[src/phyirq_pkg.sv]
// Purpose: constants and carrier types for the phy management bank
// Assumes: 16-bit registers on a serial management frame
// Notes:   all offsets, irq and diag field positions and the irq, reserved and distance reset values live here; status layout and reset sit in the module
package phyirq_pkg;

  // ------------------------------------------------------------------
  // register addresses
  // ------------------------------------------------------------------
  localparam logic [4:0] ADDR_IRQ  = 5'h1b; // enables and flags
  localparam logic [4:0] ADDR_DIAG = 5'h1d; // cable diagnostic
  localparam logic [4:0] ADDR_STAT = 5'h1e; // status word

  // ------------------------------------------------------------------
  // field positions and reset values
  // ------------------------------------------------------------------
  localparam int IRQ_EN_LSB      = 8;  // enables in 15:8
  localparam int DIAG_EN_BIT     = 15; // test enable, self clearing
  localparam int DIAG_RES_LSB    = 13; // result in 14:13
  localparam int DIAG_SHORT_BIT  = 12;
  localparam int DIAG_RSV_LSB    = 9;  // reserved rw 11:9
  localparam logic [7:0]  IRQ_EN_RST   = 8'h00;
  localparam logic [7:0]  IRQ_FLAG_RST = 8'h00;
  localparam logic [2:0]  DIAG_RSV_RST = 3'h0;
  localparam logic [8:0]  DIST_RST     = 9'h000;
  localparam logic [15:0] RD_UNMAPPED  = 16'h0000;

  // ------------------------------------------------------------------
  // frame fields and counts
  // ------------------------------------------------------------------
  localparam logic [5:0] PRE_ONES  = 6'h20; // 32 preamble ones
  localparam logic [5:0] HDR_BITS  = 6'h0e; // st, op, phy, reg
  localparam logic [5:0] DATA_BITS = 6'h10;
  localparam logic [1:0] FR_START  = 2'h1;
  localparam logic [1:0] OP_READ   = 2'h2;
  localparam logic [1:0] OP_WRITE  = 2'h1;

  // diagnostic outcome codes
  typedef enum logic [1:0] {
    PHYIRQ_DIAG_NORMAL = 2'b00,
    PHYIRQ_DIAG_OPEN   = 2'b01,
    PHYIRQ_DIAG_SHORT  = 2'b10,
    PHYIRQ_DIAG_FAIL   = 2'b11
  } phyirq_diag_e;

  // resolved operating mode codes, others reserved
  typedef enum logic [2:0] {
    PHYIRQ_MODE_NEG    = 3'b000,
    PHYIRQ_MODE_10H    = 3'b001,
    PHYIRQ_MODE_100H   = 3'b010,
    PHYIRQ_MODE_10F    = 3'b101,
    PHYIRQ_MODE_100F   = 3'b110
  } phyirq_mode_e;

  // event sources, bit order matches the flag field 7:0
  typedef struct packed {
    logic jabber;
    logic rx_err;
    logic page_rx;
    logic pd_fault;
    logic lp_ack;
    logic link_down;
    logic rem_fault;
    logic link_up;
  } phyirq_evt_s;

  // live status from the transceiver core
  typedef struct packed {
    logic         pause;
    logic         link;
    logic         pol_rev;
    logic         mdix;
    logic         energy;
    logic         isolate;
    phyirq_mode_e mode;
  } phyirq_stat_s;

  // measurement result from the analog tester
  typedef struct packed {
    phyirq_diag_e result;
    logic         short_cable;
    logic [8:0]   distance;
  } phyirq_diag_s;

endpackage : phyirq_pkg

[src/phyirq_regs.sv]
// Purpose: interrupt, cable diagnostic and status registers behind
//          the serial management pins
// Assumes: mdc and mdio come from outside and are resynchronised
// Notes:   device answers only its own phy address
module phyirq_regs
  import phyirq_pkg::*;
(
  input  wire logic         ref_clk_i,
  input  wire logic         srst_i,
  input  wire logic [4:0]   phy_addr_i,
  input  wire logic         mdc_i,
  input  wire logic         mdio_i,
  output logic              mdio_o,
  output logic              mdio_oe_n_o,
  input  wire phyirq_evt_s  evt_i,
  input  wire phyirq_stat_s stat_i,
  input  wire logic         diag_done_i,
  input  wire phyirq_diag_s diag_res_i,
  output logic              diag_start_o,
  output logic              irq_o
);

  // ------------------------------------------------------------------
  // frame states
  // ------------------------------------------------------------------
  typedef enum logic [2:0] {
    ST_PRE = 3'b000,
    ST_HDR = 3'b001,
    ST_TA  = 3'b010,
    ST_RD  = 3'b011,
    ST_WR  = 3'b100
  } phyirq_st_e;

  // increment a frame counter, saturating at its top
  function automatic logic [5:0] inc6(input logic [5:0] v);
    inc6 = (v == 6'h3f) ? v : v + 6'h01;
  endfunction

  // ------------------------------------------------------------------
  // pin synchronisers, change accepted when stages two and three agree
  // ------------------------------------------------------------------
  logic [2:0] mdc_s_q;
  logic [2:0] mdio_s_q;
  logic       mdc_f_q;
  logic       mdio_f_q;
  wire        mdc_ok  = (mdc_s_q[1] == mdc_s_q[2]);
  wire        mdio_ok = (mdio_s_q[1] == mdio_s_q[2]);
  wire        mdc_rise = mdc_ok & mdc_s_q[2] & ~mdc_f_q;
  wire        bit_in   = mdio_ok ? mdio_s_q[2] : mdio_f_q;

  always_ff @(posedge ref_clk_i) begin
    if (srst_i) begin
      mdc_s_q  <= 3'h0;
      mdio_s_q <= 3'h7;
      mdc_f_q  <= 1'b0;
      mdio_f_q <= 1'b1;
    end else begin
      mdc_s_q  <= {mdc_s_q[1:0], mdc_i};
      mdio_s_q <= {mdio_s_q[1:0], mdio_i};
      if (mdc_ok) mdc_f_q <= mdc_s_q[2];
      if (mdio_ok) mdio_f_q <= mdio_s_q[2];
    end
  end

  // ------------------------------------------------------------------
  // register state
  // ------------------------------------------------------------------
  logic [7:0]   irq_en_q;
  logic [7:0]   irq_flag_q;
  logic         diag_run_q;
  logic [2:0]   diag_rsv_q;
  phyirq_diag_s diag_q;
  phyirq_stat_s stat_q;

  // ------------------------------------------------------------------
  // frame decoder
  // ------------------------------------------------------------------
  // frame after the preamble: the start zero is taken in the preamble
  // state, then 13 header bits (start one, op, phy, reg) shift in.
  // the turnaround spans two mdc rises, so the device drives zero for
  // the second turnaround bit and data bit 0 still falls in the frame.
  // a shorter turnaround would drop bit 0 on reads and take the
  // turnaround bit as data bit 15 on writes.
  phyirq_st_e  st_q;
  logic [5:0]  cnt_q;
  logic [13:0] hdr_q;
  logic [15:0] sh_q;
  logic        mine_q;

  wire [13:0] hdr_nx   = {hdr_q[12:0], bit_in};
  wire        hdr_end  = (st_q == ST_HDR) && (cnt_q == HDR_BITS - 6'h01);
  wire        hdr_good = (hdr_nx[13:12] == FR_START) &&
                         (hdr_nx[9:5] == phy_addr_i);
  wire        is_rd    = hdr_nx[11:10] == OP_READ;
  wire        is_wr    = hdr_nx[11:10] == OP_WRITE;
  wire [4:0]  reg_a    = hdr_q[4:0];
  wire [4:0]  reg_nx   = hdr_nx[4:0];
  wire        data_end = (cnt_q == DATA_BITS - 6'h01);
  wire [15:0] wr_word  = {sh_q[14:0], bit_in};
  wire        wr_fire  = mdc_rise && (st_q == ST_WR) && data_end && mine_q;
  wire        rd_fire  = mdc_rise && hdr_end && hdr_good && is_rd;

  // second turnaround rise and frame direction after the header
  wire        ta_two   = (st_q == ST_TA) && (cnt_q != 6'h00);
  wire        rd_op    = (hdr_q[11:10] == OP_READ);

  // read data by address; the status word shows ..fields
  wire [15:0] rd_irq  = {irq_en_q, irq_flag_q};
  wire [15:0] rd_diag = {diag_run_q, diag_q.result, diag_q.short_cable,
                         diag_rsv_q, diag_q.distance};
  wire [15:0] rd_stat = {6'h00, stat_q.pause, stat_q.link, stat_q.pol_rev,
                         1'b0, stat_q.mdix, stat_q.energy, stat_q.isolate,
                         stat_q.mode};
  wire [15:0] rd_word = (reg_nx == ADDR_IRQ)  ? rd_irq  :
                        (reg_nx == ADDR_DIAG) ? rd_diag :
                        (reg_nx == ADDR_STAT) ? rd_stat : RD_UNMAPPED;

  // state machine advances on each accepted mdc rise
  always_ff @(posedge ref_clk_i) begin
    if (srst_i) begin
      st_q   <= ST_PRE;
      cnt_q  <= 6'h00;
      hdr_q  <= 14'h0000;
      mine_q <= 1'b0;
    end else if (mdc_rise) begin
      case (st_q)
        ST_PRE: begin
          if (bit_in) begin
            cnt_q <= inc6(cnt_q);
          end else if (cnt_q >= PRE_ONES) begin
            st_q  <= ST_HDR;
            hdr_q <= 14'h0000;
            cnt_q <= 6'h01;
          end else begin
            cnt_q <= 6'h00;
          end
        end
        ST_HDR: begin
          hdr_q <= hdr_nx;
          cnt_q <= inc6(cnt_q);
          if (hdr_end) begin
            st_q   <= (is_rd || is_wr) ? ST_TA : ST_PRE;
            mine_q <= hdr_good;
            cnt_q  <= 6'h00;
          end
        end
        // two turnaround rises, counted in cnt_q
        ST_TA: begin
          if (cnt_q == 6'h00) begin
            cnt_q <= 6'h01;
          end else begin
            cnt_q <= 6'h00;
            st_q  <= rd_op ? ST_RD : ST_WR;
          end
        end
        ST_RD, ST_WR: begin
          cnt_q <= inc6(cnt_q);
          if (data_end) begin
            st_q  <= ST_PRE;
            cnt_q <= 6'h00;
          end
        end
        default: begin
          st_q  <= ST_PRE;
          cnt_q <= 6'h00;
        end
      endcase
    end
  end

  // shift register: read snapshot out, write data in
  // bit 15 leaves at the second turnaround rise, so the shift starts
  // there and the last data rise only releases the pin
  always_ff @(posedge ref_clk_i) begin
    if (srst_i) begin
      sh_q <= 16'h0000;
    end else if (rd_fire) begin
      sh_q <= rd_word;
    end else if (mdc_rise && ((st_q == ST_RD) || ta_two)) begin
      sh_q <= {sh_q[14:0], 1'b0};
    end else if (mdc_rise && (st_q == ST_WR)) begin
      sh_q <= wr_word;
    end
  end

  // pin driver: zero in second turnaround bit, then data msb first
  // each value changes just after a rise detect, so the master finds
  // it settled when it samples before its next rise
  always_ff @(posedge ref_clk_i) begin
    if (srst_i) begin
      mdio_o      <= 1'b1;
      mdio_oe_n_o <= 1'b1;
    end else if (mdc_rise) begin
      if ((st_q == ST_TA) && !ta_two && mine_q && rd_op) begin
        mdio_o      <= 1'b0;
        mdio_oe_n_o <= 1'b0;
      end else if ((((st_q == ST_RD) && !data_end) || ta_two) &&
                   mine_q && rd_op) begin
        mdio_o      <= sh_q[15];
        mdio_oe_n_o <= 1'b0;
      end else if ((st_q == ST_RD) && mine_q && data_end) begin
        mdio_o      <= 1'b1;
        mdio_oe_n_o <= 1'b1;
      end else if (st_q != ST_RD) begin
        mdio_o      <= 1'b1;
        mdio_oe_n_o <= 1'b1;
      end
    end
  end

  // ------------------------------------------------------------------
  // interrupt bank
  // ------------------------------------------------------------------
  wire wr_irq  = wr_fire && (reg_a == ADDR_IRQ);
  wire rd_irqr = rd_fire && (reg_nx == ADDR_IRQ);
  wire [7:0] evt_v = evt_i;

  always_ff @(posedge ref_clk_i) begin
    if (srst_i) irq_en_q <= IRQ_EN_RST;
    else if (wr_irq) irq_en_q <= wr_word[15:IRQ_EN_LSB];
  end

  // sticky flags, read clears, new event wins
  always_ff @(posedge ref_clk_i) begin
    if (srst_i) irq_flag_q <= IRQ_FLAG_RST;
    else irq_flag_q <= (rd_irqr ? 8'h00 : irq_flag_q) | evt_v;
  end

  always_ff @(posedge ref_clk_i) begin
    if (srst_i) irq_o <= 1'b0;
    else irq_o <= |(irq_flag_q & irq_en_q);
  end

  // ------------------------------------------------------------------
  // cable diagnostic
  // ------------------------------------------------------------------
  wire wr_diag   = wr_fire && (reg_a == ADDR_DIAG);
  wire diag_go   = wr_diag && wr_word[DIAG_EN_BIT] && !diag_run_q;
  wire diag_fin  = diag_run_q && diag_done_i;

  // start on write one, self clear on completion
  always_ff @(posedge ref_clk_i) begin
    if (srst_i) begin
      diag_run_q   <= 1'b0;
      diag_start_o <= 1'b0;
    end else begin
      diag_start_o <= diag_go;
      if (diag_go) diag_run_q <= 1'b1;
      else if (diag_fin) diag_run_q <= 1'b0;
    end
  end

  always_ff @(posedge ref_clk_i) begin
    if (srst_i) begin
      diag_q <= '{result: PHYIRQ_DIAG_NORMAL, short_cable: 1'b0,
                  distance: DIST_RST};
    end else if (diag_fin) begin
      diag_q <= diag_res_i;
    end
  end

  // reserved read-write bits of the diagnostic word
  always_ff @(posedge ref_clk_i) begin
    if (srst_i) diag_rsv_q <= DIAG_RSV_RST;
    else if (wr_diag) diag_rsv_q <= wr_word[DIAG_SHORT_BIT-1:DIAG_RSV_LSB];
  end

  // ------------------------------------------------------------------
  // status word
  // ------------------------------------------------------------------
  // live status capture
  always_ff @(posedge ref_clk_i) begin
    if (srst_i) begin
      stat_q <= '{pause: 1'b0, link: 1'b0, pol_rev: 1'b0, mdix: 1'b0,
                  energy: 1'b0, isolate: 1'b0, mode: PHYIRQ_MODE_NEG};
    end else begin
      stat_q <= stat_i;
    end
  end

endmodule // phyirq_regs

[config.mk]
export PLATFORM = sky130hd
export DESIGN_NAME = phyirq_regs
export DESIGN_NICKNAME = d
export VERILOG_FILES = /design/src/phyirq_pkg.sv /design/src/phyirq_regs.sv
export SDC_FILE = /design/constraint.sdc
export NUM_CORES = 1
export LEC_CHECK = 0
export ABC_CLOCK_PERIOD_IN_PS = 4460
export BUFFER_PORTS_ARGS = -buffer_cell sky130_fd_sc_hd__buf_2
export CAP_MARGIN = 40
export CORE_ASPECT_RATIO = 1.25
export CORE_MARGIN = 1.5
export CORE_UTILIZATION = 55
export DETAILED_ROUTE_END_ITERATION = 7
export HOLD_SLACK_MARGIN = 0.12
export PLACE_DENSITY = 0.79
export SLEW_MARGIN = 15
export SYNTH_ARGS = -nofsm -noshare
export SYNTH_HDL_FRONTEND = slang
export SYNTH_SLANG_ARGS = --single-unit
[constraint.sdc]
create_clock -name ref_clk_i -period 4.46 [get_ports ref_clk_i]
set_input_delay 0.446 -clock ref_clk_i [delete_from_list [all_inputs] [get_ports ref_clk_i]]
set_output_delay 0.446 -clock ref_clk_i [all_outputs]
set_load 0.01 [all_outputs]
* Yosys cells after proc, flatten, opt, wreduce, memory -nomap -nowiden
Index checks and enable logic that the tools add are counted.
** Word-level totals
- Register bits :: 92
- Bits of input ports :: 39
- Bits in read-only memories :: 0
- Word-level logic and storage cells :: 136
- Memories kept :: 0
- Bits in latches :: 0
- Output and inout bits :: 4
- Bits in writable memories :: 0
** Cells by class
- $lt $le $gt $ge :: 1
- Multipliers :: 0
- Reduce and logical (&&, ||, !) cells :: 43
- Bitwise operators :: 5
- Equal/unequal tests :: 25
- $add $sub $neg :: 1
- Shifts and indexed selects :: 0
- Multiplexer cells :: 34
- Divide/modulo/power cells :: 0
** Operators by type and width (number)
- 2-to-1 mux 16 bit :: 5
- 2-to-1 mux 13 bit :: 2
- one-hot mux 13 bit (2 select lines) :: 1
- == test 5 bit, second input constant :: 5
- logical AND 1 bit :: 24
- 2-to-1 mux 6 bit :: 4
- one-hot mux 6 bit (4 select lines) :: 1
- 2-to-1 mux 3 bit :: 6
- == test 6 x 4 -> 1 bit, second input constant :: 2
- one-hot mux 3 bit (4 select lines) :: 1
- 2-to-1 mux 1 bit :: 11
- 2-to-1 mux 10 bit :: 1
- != test 2 bit, second input constant :: 5
- bitwise AND 8 bit :: 1
- 2-to-1 mux 8 bit :: 1
- bitwise OR 8 bit :: 1
- OR reduction 8 bit :: 1
- adder 6 x 1 -> 6 bit, second input constant :: 1
- == test 3 x 2 -> 1 bit, second input constant :: 2
- == test 6 bit, second input constant :: 1
- greater-or-equal comparator 6 bit, second input constant :: 1
- logical NOT 6 bit :: 1
- AND reduction 6 bit :: 1
- nonzero test 6 bit :: 1
- 20 further kinds :: 29

* Longest topological paths before layout
- Depth after elaboration :: 10
- Depth in mapped cells :: 8
- Mapped depth without buffers :: 7

* Worst setup path after synthesis
No wires, ideal clock.
- Kind :: reg2reg
- From :: reg cnt_q[0]
- To :: reg sh_q[5]
- Slack :: 2.501 ns
- Buffers on the path :: 1
- Arrival time :: 1.822 ns
- Stages on the path, launching flop included :: 9
- Cells stage by stage :: dfxtp_1 > inv_1 > ha_1 > nor3b_1 > a311o_1 > a21o_1 > buf_2 > a211oi_1 > a211oi_2
** Between the ends
- Word-level cells in the longest chain between the ends :: 6
** RTL lines
- start: declaration :: RTL line phyirq_regs.sv:85 : logic [5:0] cnt_q;
- start signal: assignment :: RTL line phyirq_regs.sv:129 : cnt_q <= inc6(cnt_q);
- start signal: assignment :: RTL line phyirq_regs.sv:140 : cnt_q <= inc6(cnt_q);
- start signal: assignment :: RTL line phyirq_regs.sv:157 : cnt_q <= inc6(cnt_q);
- == test 6 x 4 -> 1 bit / nonzero test 6 bit (equally long branches) :: RTL line phyirq_regs.sv:91, phyirq_regs.sv:104
- logical AND 1 bit, on equally long branches :: RTL line phyirq_regs.sv:91, phyirq_regs.sv:104
- logical AND 1 bit / logical OR 1 bit (equally long branches) :: RTL line phyirq_regs.sv:101, phyirq_regs.sv:179
- logical AND 1 bit, on equally long branches :: RTL line phyirq_regs.sv:101, phyirq_regs.sv:179
- logical AND 1 bit / 2-to-1 mux 16 bit (equally long branches) :: RTL line phyirq_regs.sv:101, phyirq_regs.sv:179
- nonzero test 3 bit (no source line) / 2-to-1 mux 16 bit (equally long branches)
- end signal: assignment :: RTL line phyirq_regs.sv:178 : sh_q <= rd_word;
- end signal: assignment :: RTL line phyirq_regs.sv:180 : sh_q <= {sh_q[14:0], 1'b0};
- end signal: assignment :: RTL line phyirq_regs.sv:182 : sh_q <= wr_word;
- end: declaration :: RTL line phyirq_regs.sv:87 : logic [15:0] sh_q;
Parallel ways exist; a longest one is shown, timed or not.
A chain may end at the register's enable or synchronous reset.

* Final worst setup path
- From :: reg cnt_q[0]
- To :: reg sh_q[15]
The elaborated chain is that of the path after synthesis.

==> metrics.cfg <==
[synthesis]
synth.distinct_cells=54
synth.area.top_cells=dfxtp_1 (42%), a21oi_1 (6.9%), nand2_1 (6.3%), mux2i_1 (3.9%), nand3_1 (2.7%)
ys_seq_area_share_pct=42.5
async_flop_share_pct=0
yosysTopAreaCellShare_pct=42.5
avgSynthCellArea_sq_um=8.40
syn_area_sq_mm=0.00434
syn_nets=560
yosys.area.top_type=dfxtp_1
synth_edf_count=0
ys_warn_count=0
yosys_most_used_dff=dfxtp_1
syn_inst=516
ys_ff_latch=92

[clock_network]
cts_hold_buf=0
postCtsResizedCells=0
htree_levels=3
clk_pin_slew_ps=80
worstSkewPairLatency_ps=360
cts_buffers=9
cts_tree=yes
cts-root-buf=clkbuf_8
cts.sinks=92
clockBufferDepth=2
cts_setup_buffers=0

[layout]
final_nets=577
layout-drive-gt1-share_pct=14.5
final_area_sq_mm=0.00470
syn2layout_area_growth_pct=8.45
layout_common_cells=dfxtp_1 (92), nand2_1 (73), a21oi_1 (60)
fin_util_pct=61.1
diodes=0
mostFrequentLayoutCell=dfxtp_1

[timing]
rsz0062_at_grt=false
maxSlewViolCount=0
skew_ps=12.7
hold_viol=0
max_freq_mhz=378
tightestPinTransition_ps=844
setup_tns_ps=0
setup_viol=0
post-route-period-util_pct=59.3
period_minus_slack_ps=2640
relSlewSlack_pct=43.8
whs_ps=263

[placement]
io_buffers=42
placed_area_sq_mm=0.00453
dp_hpwl_mm=6.86
gp_congestion=0.909

[floorplanning]
io_pins=43
start_util_pct=56.3
dieArea_sq_mm=0.00843
core.rowCount=36
core-area_sq_mm=0.00770
die_x_um=82.4
die_y_um=102

[routing]
ant_nets=0
firstDrtPassIters=4
route.detailed.drc=0
drtIter0Drc=211
wl_per_cell_um=15.5
wirelength_mm=9.84
viasPerCell=5.84
num_vias=3697

[pwr]
powerDensity_mw_per_mm2=298
p_total_mw=1.40
irDropWorstVdd_v=0.000223
p_leak_nw=1.70

[run]
max-cap-violations=0

[setup_path]
required_ps=4720
arrival_ps=2900
start_kind=flip-flop
path_max_fanout=15
critPathCaptureType=flip-flop
path_class=reg -> reg

[worst_hold_path]
hold_class=in -> reg

[global_routing]
grt_pass1_wl_mm=16.2
grt_pass1_vias=3410
gr-usage-all-layers_pct=25.4
grt-ovfl-total=0
antenna_found_initial=0
grt_max_degree=59

[outcome]
outcome=completed

critical path, cell delays in order, from the launching register on:
cell and delay, ps:
dfxtp_1 340, inv_1 100, ha_1 140, nor3b_1 420, a311o_1 480, a21o_1 480, mux2_2 390, o21a_1 190
cells by family (layout without fill, tap and decap cells):
logic type / after synthesis / in the layout / synth area share, %
xor+xnor: 7 / 7 / 1.41
fa+ha+maj: 6 / 6 / 1.67
buf+inv: 56 / 78 / 5.34
mux: 20 / 20 / 4.70
flops: 92 / 92 / 42.5
compound gates: 139 / 139 / 20.8
simple gates: 196 / 196 / 23.6
where the power goes:
part | internal, mW | switching (mW)
clock network | 0.219 | 0.286
logic | 0.0264 | 0.0278
registers | 0.834 | 0.0100
total | 1.08 | 0.323
cell usage after synthesis (3+ instances only):
master and n:
clkbuf_1 21, nand4_1 4, buf_2 14, or2_2 4
a22o_1 7, o32ai_1 3, buf_1 5, o22ai_1 9
a21oi_1 60, nor2_1 24, inv_1 15, dfxtp_1 92
nor3_1 6, a2111oi_0 3, a211oi_2 7, a211oi_1 12
nor2b_1 17, ha_1 5, a22oi_1 4, mux2i_1 17
a31oi_1 3, nand2b_1 18, xnor2_1 5, a21o_1 8
nand3_1 23, nand2_1 73, o21ai_0 14, and3_1 7
metrics by stage:
stage / instances / setup slack [ps]
global route: 633 / 1680
detailed placement: 617 / 1830
finish: 633 / 1820
floorplan: 516 / 2500
global placement: 616 / 1850
CTS: 633 / 1820
metal layers:
layer  routed length [um]  GRT usage [%]  share of wire [%]  vias to the layer above
li1                     -              -                  -                     1846
met1                 4190           29.8                 43                     1735
met2                 5020           43.8                 51                       95
met3                  365           4.91                3.7                       21
met4                  259           11.5                2.6                        0
met5                    0              0                  0                        -
final timing paths:
kind	depth (start not counted)	start	end	slack [ps]
max reg2reg	7	cnt_q[0]	sh_q[15]	1820
max	7	cnt_q[0]	sh_q[15]	1820
min	2	mdio_i	mdio_s_q[0]	260
min reg2reg	1	mdio_s_q[0]	mdio_s_q[1]	410
layout make-up:
cell class              count  area [sq um]
inverters                  15          56.3
clock inverters             3          22.5
well taps                  95           119
fillers                   683          3000
clock buffers              13           149
repair buffers             47           251
flip-flops and latches     92          1840
multi-input cells         368          2260
registers in the layout, indices dropped and copies added (netlist names), 6 cells and up:
signal,cells
cnt_q,6
diag_q,12
hdr_q,13
irq_en_q,8
irq_flag_q,8
rd_stat,9
sh_q,16
Note: power is estimated with default switching activity, not from simulation.
